<file path="config.mk">
export PLATFORM = sky130hd
export DESIGN_NAME = dwg_top
export DESIGN_NICKNAME = d
export VERILOG_FILES = /design/src/hdl/dwg_pkg.sv /design/src/hdl/dwg_sync.sv /design/src/hdl/dwg_top.sv
export VERILOG_INCLUDE_DIRS = /design/src /design/src/hdl
export SDC_FILE = /design/constraint.sdc
export NUM_CORES = 1
export LEC_CHECK = 0
export BUFFER_PORTS_ARGS = -buffer_cell sky130_fd_sc_hd__buf_2
export CAP_MARGIN = 20
export CORE_MARGIN = 2
export CORE_UTILIZATION = 38
export CTS_CLUSTER_DIAMETER = 80
export CTS_CLUSTER_SIZE = 25
export DETAILED_ROUTE_END_ITERATION = 8
export HOLD_SLACK_MARGIN = 0.02
export MAX_ROUTING_LAYER = met4
export PLACE_DENSITY_LB_ADDON = 0.05
export RECOVER_POWER = 50
export SYNTH_ARGS = -nofsm -noshare
export SYNTH_HDL_FRONTEND = slang
export SYNTH_SLANG_ARGS = --single-unit
</file>
<file path="constraint.sdc">
create_clock -name I_REF_CLK -period 2.2 [get_ports I_REF_CLK]
set_input_delay 0 -clock I_REF_CLK [delete_from_list [all_inputs] [get_ports I_REF_CLK]]
set_output_delay 0 -clock I_REF_CLK [all_outputs]
set_load 0.01 [all_outputs]
</file>
<file path="src/hdl/dwg_defines.svh">
// constants for the dac word and gpio read decoder
`ifndef DWG_DEFINES_SVH
`define DWG_DEFINES_SVH

// serial framing
`define DWG_CMD_LAST 4'h7
`define DWG_WORD_LAST 4'hF
`define DWG_GPIO_LAST 4'h7
`define DWG_CNT_ZERO 4'h0
`define DWG_CNT_ONE 4'h1
`define DWG_DAC_SEL_NIB 4'h1
`define DWG_GPIO_READ 8'h01
`define DWG_NIB_HI 7:4

// word fields
`define DWG_CTRL_FLD 15:12
`define DWG_DATA_FLD 11:2
`define DWG_TOP_DATA 11
`define DWG_SEL_FLD 7:4

// control codes
`define DWG_OP_CLRSET 4'h1
`define DWG_OP_LOAD0 4'h2
`define DWG_OP_LOAD3 4'h5
`define DWG_OP_WT_A 4'hA
`define DWG_OP_WT_B 4'hC
`define DWG_OP_IN_ALL 4'hD
`define DWG_OP_XFER 4'hE
`define DWG_OP_PWR 4'hF
`define DWG_OP_NOP_B 4'hB

// register values
`define DWG_CODE_ZERO 10'h000
`define DWG_CODE_FULL 10'h3FF
`define DWG_BYTE_ZERO 8'h00
`define DWG_WORD_ZERO 16'h0000
`define DWG_NIB_ZERO 4'h0

// synchroniser bundle: {cs_n, sclk, din, gpio[3:0]}
`define DWG_SYNC_W 7
`define DWG_SYNC_RST 7'h40

`endif

</file>
<file path="src/hdl/dwg_pkg.sv">
// types for the dac word and gpio read decoder
`default_nettype none
package dwg_pkg;
  typedef enum logic [2:0] {ST_IDLE, ST_CMD, ST_DAC, ST_GPIO, ST_SKIP} dwg_state_t;
  typedef logic [9:0] dwg_code_t;
endpackage
`default_nettype wire

</file>
<file path="src/hdl/dwg_sync.sv">
// three-flop pin synchroniser with second/third agreement filter
`default_nettype none
module dwg_sync #(
  parameter int W = 7,
  parameter logic [W-1:0] RST = '0
) (
  // clock and reset
  input wire logic i_clk,
  input wire logic i_nrst,
  // pins and filtered result
  input wire logic [W-1:0] i_async,
  output logic [W-1:0] o_sync
);
  logic [W-1:0] s1_q;
  logic [W-1:0] s2_q;
  logic [W-1:0] s3_q;
  logic [W-1:0] agree;

  // a bit moves on only when the second and third stages agree
  assign agree = ~(s2_q ^ s3_q);

  // synchroniser chain; the first stage feeds only the second
  always_ff @(posedge i_clk) begin
    if (!i_nrst) begin
      s1_q <= RST;
      s2_q <= RST;
      s3_q <= RST;
      o_sync <= RST;
    end else begin
      s1_q <= i_async;
      s2_q <= s1_q;
      s3_q <= s2_q;
      o_sync <= (s2_q & agree) | (o_sync & ~agree);
    end
  end
endmodule
`default_nettype wire

</file>
<file path="src/hdl/dwg_top.sv">
// serial dac word decoder with gpio read-back
`include "dwg_defines.svh"
`default_nettype none
module dwg_top (
  // clock and reset
  input wire logic I_REF_CLK,
  input wire logic I_NRST,
  // serial link pins
  input wire logic I_CS_N,
  input wire logic I_SCLK,
  input wire logic I_DIN,
  output logic O_DOUT,
  // gpio pin states
  input wire logic I_GPIO_C1_A,
  input wire logic I_GPIO_C0_B,
  input wire logic I_GPIO_A1_C,
  input wire logic I_GPIO_A0_D,
  // dac register contents
  output dwg_pkg::dwg_code_t O_DAC0_CODE,
  output dwg_pkg::dwg_code_t O_DAC1_CODE,
  output dwg_pkg::dwg_code_t O_DAC2_CODE,
  output dwg_pkg::dwg_code_t O_DAC3_CODE,
  // input register contents
  output dwg_pkg::dwg_code_t O_IN0_CODE,
  output dwg_pkg::dwg_code_t O_IN1_CODE,
  output dwg_pkg::dwg_code_t O_IN2_CODE,
  output dwg_pkg::dwg_code_t O_IN3_CODE
);
  import dwg_pkg::*;

  // channel index decoded from a single-channel load code
  function automatic logic [1:0] load_chan(input logic [3:0] ctrl);
    logic [3:0] diff;
    diff = ctrl - `DWG_OP_LOAD0;
    return diff[1:0];
  endfunction

  logic [`DWG_SYNC_W-1:0] sync_out;
  logic s_cs_n;
  logic s_sclk;
  logic s_din;
  logic [3:0] s_gpio;
  logic sclk_prev_q;
  dwg_state_t state_q;
  dwg_state_t state_d;
  logic [3:0] cnt_q;
  logic [3:0] cnt_d;
  logic [15:0] shift_q;
  logic [7:0] dout_sh_q;
  logic [7:0] dout_sh_d;
  dwg_code_t in_q [4];
  dwg_code_t dac_q [4];

  // pins pass the three-flop synchroniser
  dwg_sync #(
    .W(`DWG_SYNC_W),
    .RST(`DWG_SYNC_RST)
  ) u_sync (
    .i_clk(I_REF_CLK),
    .i_nrst(I_NRST),
    .i_async({I_CS_N, I_SCLK, I_DIN, I_GPIO_C1_A, I_GPIO_C0_B, I_GPIO_A1_C, I_GPIO_A0_D}),
    .o_sync(sync_out)
  );
  assign s_cs_n = sync_out[6];
  assign s_sclk = sync_out[5];
  assign s_din = sync_out[4];
  assign s_gpio = sync_out[3:0];

  // framing decode
  logic fall;
  logic [15:0] shift_w;
  logic cmd_done;
  logic [7:0] cmd_byte;
  logic to_dac;
  logic to_gpio;
  logic word_fire;
  logic gpio_last;
  assign fall = sclk_prev_q & ~s_sclk & ~s_cs_n & (state_q != ST_IDLE);
  assign shift_w = {shift_q[14:0], s_din};
  assign cmd_done = fall & (state_q == ST_CMD) & (cnt_q == `DWG_CMD_LAST);
  assign cmd_byte = shift_w[7:0];
  assign to_dac = cmd_byte[`DWG_NIB_HI] == `DWG_DAC_SEL_NIB;
  assign to_gpio = cmd_byte == `DWG_GPIO_READ;
  assign word_fire = fall & (state_q == ST_DAC) & (cnt_q == `DWG_WORD_LAST);
  assign gpio_last = fall & (state_q == ST_GPIO) & (cnt_q == `DWG_GPIO_LAST);

  // word field split, msb first, sub-bits dropped
  logic [3:0] ctrl;
  dwg_code_t data;
  logic [3:0] sel;
  assign ctrl = shift_w[`DWG_CTRL_FLD];
  assign data = shift_w[`DWG_DATA_FLD];
  assign sel = shift_w[`DWG_SEL_FLD];

  // operation decode
  logic op_clear;
  logic op_preset;
  logic op_load;
  logic op_wt;
  logic op_in_all;
  logic op_xfer;
  logic [1:0] ld_ch;
  assign op_clear = word_fire & (ctrl == `DWG_OP_CLRSET) & ~shift_w[`DWG_TOP_DATA];
  assign op_preset = word_fire & (ctrl == `DWG_OP_CLRSET) & shift_w[`DWG_TOP_DATA];
  assign op_load = word_fire & (ctrl >= `DWG_OP_LOAD0) & (ctrl <= `DWG_OP_LOAD3);
  assign op_wt = word_fire & ((ctrl == `DWG_OP_WT_A) | (ctrl == `DWG_OP_WT_B));
  assign op_in_all = word_fire & (ctrl == `DWG_OP_IN_ALL);
  assign op_xfer = word_fire & (ctrl == `DWG_OP_XFER);
  assign ld_ch = load_chan(ctrl);

  // next state and bit count
  always_comb begin
    state_d = state_q;
    cnt_d = cnt_q;
    if (s_cs_n) begin
      state_d = ST_IDLE;
      cnt_d = `DWG_CNT_ZERO;
    end else if (state_q == ST_IDLE) begin
      state_d = ST_CMD;
      cnt_d = `DWG_CNT_ZERO;
    end else if (fall) begin
      cnt_d = cnt_q + `DWG_CNT_ONE;
      case (state_q)
        ST_CMD: begin
          if (cnt_q == `DWG_CMD_LAST) begin
            cnt_d = `DWG_CNT_ZERO;
            if (to_dac) begin
              state_d = ST_DAC;
            end else if (to_gpio) begin
              state_d = ST_GPIO;
            end else begin
              state_d = ST_SKIP;
            end
          end
        end
        ST_DAC: begin
          if (word_fire) begin
            state_d = ST_CMD;
            cnt_d = `DWG_CNT_ZERO;
          end
        end
        ST_GPIO: begin
          if (gpio_last) begin
            state_d = ST_CMD;
            cnt_d = `DWG_CNT_ZERO;
          end
        end
        default: begin
          cnt_d = `DWG_CNT_ZERO;
        end
      endcase
    end
  end

  // dout shifter: zeros then the four pin states, din ignored
  always_comb begin
    dout_sh_d = dout_sh_q;
    if (s_cs_n) begin
      dout_sh_d = `DWG_BYTE_ZERO;
    end else if (cmd_done & to_gpio) begin
      dout_sh_d = {`DWG_NIB_ZERO, s_gpio};
    end else if (fall & (state_q == ST_GPIO)) begin
      dout_sh_d = {dout_sh_q[6:0], 1'b0};
    end
  end

  // serial state registers
  always_ff @(posedge I_REF_CLK) begin
    if (!I_NRST) begin
      state_q <= ST_IDLE;
      cnt_q <= `DWG_CNT_ZERO;
      sclk_prev_q <= 1'b0;
      shift_q <= `DWG_WORD_ZERO;
      dout_sh_q <= `DWG_BYTE_ZERO;
    end else begin
      state_q <= state_d;
      cnt_q <= cnt_d;
      sclk_prev_q <= s_sclk;
      shift_q <= fall ? shift_w : shift_q;
      dout_sh_q <= dout_sh_d;
    end
  end

  // per-channel input and dac registers
  for (genvar i = 0; i < 4; i++) begin : g_ch
    logic ld_in;
    logic ld_dac;
    assign ld_in = (op_load & (ld_ch == i)) | op_wt | op_in_all;
    assign ld_dac = op_wt;
    always_ff @(posedge I_REF_CLK) begin
      if (!I_NRST) begin
        in_q[i] <= `DWG_CODE_ZERO;
        dac_q[i] <= `DWG_CODE_ZERO;
      end else if (op_clear) begin
        in_q[i] <= `DWG_CODE_ZERO;
        dac_q[i] <= `DWG_CODE_ZERO;
      end else if (op_preset) begin
        in_q[i] <= `DWG_CODE_FULL;
        dac_q[i] <= `DWG_CODE_FULL;
      end else begin
        if (ld_in) begin
          in_q[i] <= data;
        end
        if (ld_dac) begin
          dac_q[i] <= data;
        end else if (op_xfer & sel[i]) begin
          dac_q[i] <= in_q[i];
        end
      end
    end
  end

  // outputs straight from the registers
  assign O_DOUT = dout_sh_q[7];
  assign O_DAC0_CODE = dac_q[0];
  assign O_DAC1_CODE = dac_q[1];
  assign O_DAC2_CODE = dac_q[2];
  assign O_DAC3_CODE = dac_q[3];
  assign O_IN0_CODE = in_q[0];
  assign O_IN1_CODE = in_q[1];
  assign O_IN2_CODE = in_q[2];
  assign O_IN3_CODE = in_q[3];

  // flat views for checking
  logic [39:0] dac_flat;
  logic [39:0] in_flat;
  logic op_nop;
  assign dac_flat = {dac_q[3], dac_q[2], dac_q[1], dac_q[0]};
  assign in_flat = {in_q[3], in_q[2], in_q[1], in_q[0]};
  assign op_nop = word_fire & ~(ctrl == `DWG_OP_CLRSET) & ~((ctrl >= `DWG_OP_LOAD0) & (ctrl <= `DWG_OP_LOAD3))
                  & ~(ctrl >= `DWG_OP_WT_A) | (word_fire & (ctrl == `DWG_OP_NOP_B));
endmodule
`default_nettype wire
</file>
; ---- After elaboration in Yosys (flattened, before gate mapping)
; Memories as Yosys holds them, arrays and structs flattened.
; Index checks and enable logic that the tools add are counted.
[totals]
regBits = 59
latchBits = 0
word_cells = 222
mem_bits_ro = 0
ramBits = 80
out_inout_bits = 81
n_memories = 2
[memory_table]
columns = name, words, width, rd, rd_ports_with_merged_regs, wr, line_no
row1 = dac_q, 4, 10, 4, 0, 4, dwg_top.sv:52  ; dwg_code_t dac_q [4];
row2 = in_q, 4, 10, 4, 0, 4, dwg_top.sv:51  ; dwg_code_t in_q [4];
[classes]
add_sub_neg = 2
n_bitwise = 73
reduce_logical = 12
shifts = 0
n_div = 0
n_mux = 99
order_cmp = 2
n_mul = 0
eq_ne = 21
[ops]
columns = operator, n
row1 = 2-to-1 mux 10 bit, 28
row2 = 2-to-1 mux 1 bit, 59
row3 = OR 1 bit, 37
row4 = bitwise AND 1 bit, 26
row5 = "equality test 4 bit, second input constant", 5
row6 = 2-to-1 mux 4 bit, 5
row7 = 2-to-1 mux 3 bit, 5
row8 = bitwise AND 7 bit, 2
row9 = NOT 7 bit, 2
row10 = case mux 4 bit (3 select lines), 1
row11 = AND reduction 5 bit, 2
row12 = case mux 3 bit (3 select lines), 1
row13 = "equality test 4 x 1 -> 1 bit, second input constant", 2
row14 = "equality test 8 x 1 -> 1 bit, second input constant", 1
row15 = OR 7 bit, 1
row16 = XOR 7 bit, 1
row17 = "equality test 3 x 2 -> 1 bit, second input constant", 2
row18 = "!= test 3 x 2 -> 1 bit, second input constant", 2
row19 = nonzero test 3 bit, 2
row20 = OR reduction 3 bit, 2
row21 = "adder 4 x 1 -> 4 bit, second input constant", 1
row22 = "equality test 2 bit, second input constant", 2
row23 = "equality test 4 x 3 -> 1 bit, second input constant", 1
row24 = ">= comparator 4 x 2 -> 1 bit, second input constant", 1
row25 = other kinds (13), 18

; ---- Longest topological paths before layout
[logic_depth]
depth_word = 17
mapped_depth = 7
ltp_nobuf = 5

; ---- Hierarchy
; A second synthesis with hierarchy kept.
[unflattened]
hier_cells = 518
hier_area_um2 = 5931.9
[by_module_without_submodules]
columns = module, area_each_um2, instances, cells_each
row1 = dwg_top, 5104.9, 1, 445
row2 = dwg_sync, 827.0, 1, 73

; ---- Worst setup path after synthesis
; No wires, ideal clock.
[synth_timing]
path_type = flip-flop to flip-flop
from = reg with a tool-made name
to = mem dac_q[2][0] (netlist bit), enable pin
setup_ps = 336
arrival_time_ps = 1872
n_path_buf = 2
slack_ps = -8
period_less_slack_ps = 2208
path_stages_with_launch = 7
cell_sequence = dfxtp_1 > or3b_1 > buf_2 > nor4_4 > clkbuf_2 > and2_1 > a21o_1
[synth_rtl]
columns = item, line_no
row1 = end: declaration, dwg_top.sv:52

==> flow_metrics.tcl <==
set metrics [dict create \
    viasPerCell 5.255 \
    ir_worst_vdd_mv 0.5295 \
    yosys_most_used_dff "edfxtp_1" \
    drt_wl_total_um 15250 \
    internal_power_mw 4.434 \
    maxCapViolCount 0 \
    first_iter_violations 274 \
    worstRegToRegCells 5 \
    io_buffers 89 \
    power_frac_comb 0.033 \
    cts_sinks 139 \
    fp.dieH_um 127.5 \
    hpwlAfterDp_um 10660 \
    h-tree-depth 4 \
    ant_nets 0 \
    worst-setup-path-type "reg2reg" \
    max_freq_ghz 0.4792 \
    min_to "u_sync.s1_q[6]" \
    hp-start "I_CS_N" \
    core-area_um2 15030 \
    clkPwrFrac 0.468 \
    r2r_start "cnt_q[0]" \
    cts_tree "built" \
    power.leakage_nw 2.841 \
    rsz0062_at_grt "yes" \
    finalPower_mw 5.762 \
    hold_viol 0 \
    clkSlewWorstSetupHoldPaths_ns 0.06 \
    layout_common_cells "83 x clkbuf_1, 80 x edfxtp_1, 59 x dfxtp_1, 52 x o21ai_0" \
    pwr-share-seq 0.499 \
    path_cells "ha_2 > nand2_1 > nor4_4 > and2_2 > a21o_2" \
    wire_per_inst_um 18.46 \
    final_common_cell "clkbuf_1" \
    reg2reg_slack_ns 0.11 \
    finalCritPeriodShare 0.9486 \
    synth.largest_area_cell "edfxtp_1" \
    dr.pass1.iters 5 \
    timing.final.crit_period_ns 2.087 \
    clockBufferDepth 2 \
    numCtsBuffers 17 \
    worstSetupEndpointType "flop" \
    yosys.cell_types.count 52 \
    cp.arrival_ns 2.19 \
    maxSlewHeadroom 0.2864 \
    grt-ovfl-total 0 \
    ys_top_cells_by_area "edfxtp_1 41%, dfxtp_1 20%, a21o_1 5.2%, o21ai_0 4.5%, nand2_1 3.0%" \
    yosysSeqAreaShare 0.6187 \
    syn_nets 514 \
    fp.dieW_um 127.5 \
    power.switching_mw 1.328 \
    synth.avg_cell_area_um2 11.49 \
    die_area_um2 16240 \
    fin_util 0.4793 \
    grt_antenna_before_repair 0 \
    netlist_area_um2 5792 \
    synthToLayoutAreaGrowth_pct 24.41 \
    switching_share 0.2305 \
    synth_cells 504 \
    gp_congestion 0.8436 \
    grt_pass1_vias 4239 \
    max_stage_delay_ns 0.39 \
    worst_pin_slew_ns 1.070 \
    p_per_area_nw_per_um2 799.6 \
    io_pins 90 \
    ys_warn_count 0 \
    synth_top_area_share 0.4148 \
    slew_viol_final 0 \
    ys_ff_latch 139 \
    insertion_delay_ns 0.43 \
    cp_slowest_cell "dfxtp_1" \
    dp.cells 786 \
    final-setup-viol-count 0 \
    stdcell_count 826 \
    grt_pass1_wl_um 23650 \
    diodes 0 \
    required_ns 2.31 \
    hold_depth 3 \
    clock_skew_ns 0.01538 \
    path_max_fanout 10 \
    vias 4341 \
    synth-edff-count 80 \
    drc 0 \
    rr_endpoint "dac_q[3][6]" \
    status "complete, no violations" \
    ctsRootBufferMaster "clkbuf_16" \
    fin_hold_ws_ns 0.2930 \
    drive_gt1_frac 0.1614 \
    rows 45 \
    cp-start-kind "flop" \
    start_util 0.3853 \
    grt_max_degree 41 \
    synthArstFlopShare 0 \
    track_usage 0.1999 \
    hold_class "in2reg" \
    fin_nets 635 \
]
## power groups by stage
| stage | clock network [mW] | logic (mW) | registers [mW] |
|---|---|---|---|
| global placement | 0 | 0.199 | 2.93 |
| CTS | 2.75 | 0.210 | 2.87 |
| global route | 2.87 | 0.205 | 2.89 |
| detailed placement | 0 | 0.200 | 2.93 |
| floorplan | 0 | 0.0535 | 2.96 |
| finish | 2.70 | 0.188 | 2.88 |
## stage by stage
step | setup TNS [ns] | setup WS [ns] | instance area [um^2]
after floorplan | 0 | 0.03017 | 5797
after global placement | 0 | 0.04910 | 6658
after detailed placement | 0 | 0.03331 | 6658
after CTS | 0 | 0.007688 | 7282
after global routing | -0.7754 | -0.01803 | 7206
final | 0 | 0.1131 | 7206
## worst max-delay path by stage
stage                  start  depth (start not counted)     endpoint
finish              cnt_q[0]                          5  dac_q[3][6]
global placement        flop                          4  dac_q[0][3]
CTS                     flop                          4  dac_q[0][9]
floorplan               flop                          6   in_q[0][0]
detailed placement      flop                          4  dac_q[0][3]
global route        cnt_q[0]                          7   in_q[2][0]
## flip-flops by register name, summed over array words and instances, names as in the netlist, 3 cells and up, named ones only
name	count
dac_q	40
u_sync.s2_q	7
in_q	40
state_q	3
shift_q	15
u_sync.s1_q	7
cnt_q	4
dout_sh_q	8
u_sync.s3_q	7
## cells in the mapped netlist (2+ instances only)
master	number
nand2b_1	8
nor4b_1	2
a21oi_1	10
edfxtp_1	80
a21o_1	40
nor2_1	9
inv_1	2
clkbuf_2	2
dfxtp_1	59
nand3_1	3
buf_2	10
o21a_1	2
nand4_1	8
o21ai_0	52
a21boi_0	22
or3b_1	2
a32o_1	9
and2_1	23
mux2i_1	8
and3_1	15
clkbuf_1	30
or3_1	2
a2111oi_0	2
o211ai_1	12
nor3_1	12
and3b_1	2
nand3b_1	3
xor2_1	2
nand2_1	47
nor2b_1	3
a211oi_1	2
## metal layers
metal	routed length (um)	global-route usage
met3	907	0.04983
met2	7641	0.3369
met5	0	-
met1	6470	0.2333
met4	230	0.06981
## critical path: cells and delay by family, from the launching register on
family / cells / cell delay, ns
flip-flops: 1 / 0.39
AND/OR/NAND/NOR: 3 / 0.83
adder cells (fa/ha/maj): 1 / 0.25
AO/OA/AOI/OAI: 1 / 0.31
## cells by family (layout without fill, tap and decap cells)
family	count (synthesis)	in the layout	synth area share
XOR/XNOR	2	2	0.003025
multiplexers	8	8	0.01383
AO/OA/AOI/OAI	160	160	0.1871
AND/OR/NAND/NOR	150	150	0.1441
buffers and inverters	44	178	0.03111
adder cells (fa/ha/maj)	1	1	0.002160
flip-flops	139	139	0.6187
## layout make-up
| type | count | area, um^2 |
|---|---|---|
| clock buffers | 19 | 454.2 |
| fillers | 1448 | 7828 |
| multi-input cells | 321 | 2054 |
| well taps | 188 | 235.2 |
| repair buffers | 144 | 770.7 |
| flip-flops and latches | 139 | 3583 |
| inverters | 2 | 7.507 |
| clock inverters | 13 | 100.1 |
## what timing repair did
action                                 in CTS  in global routing
setup endpoints to repair                   0                130
endpoints found under the hold margin       7                  0
hold buffers                                7                  0
resized for setup                           0                  8
setup buffers                               0                  1
No activity file was read; power rests on OpenSTA's default activity.
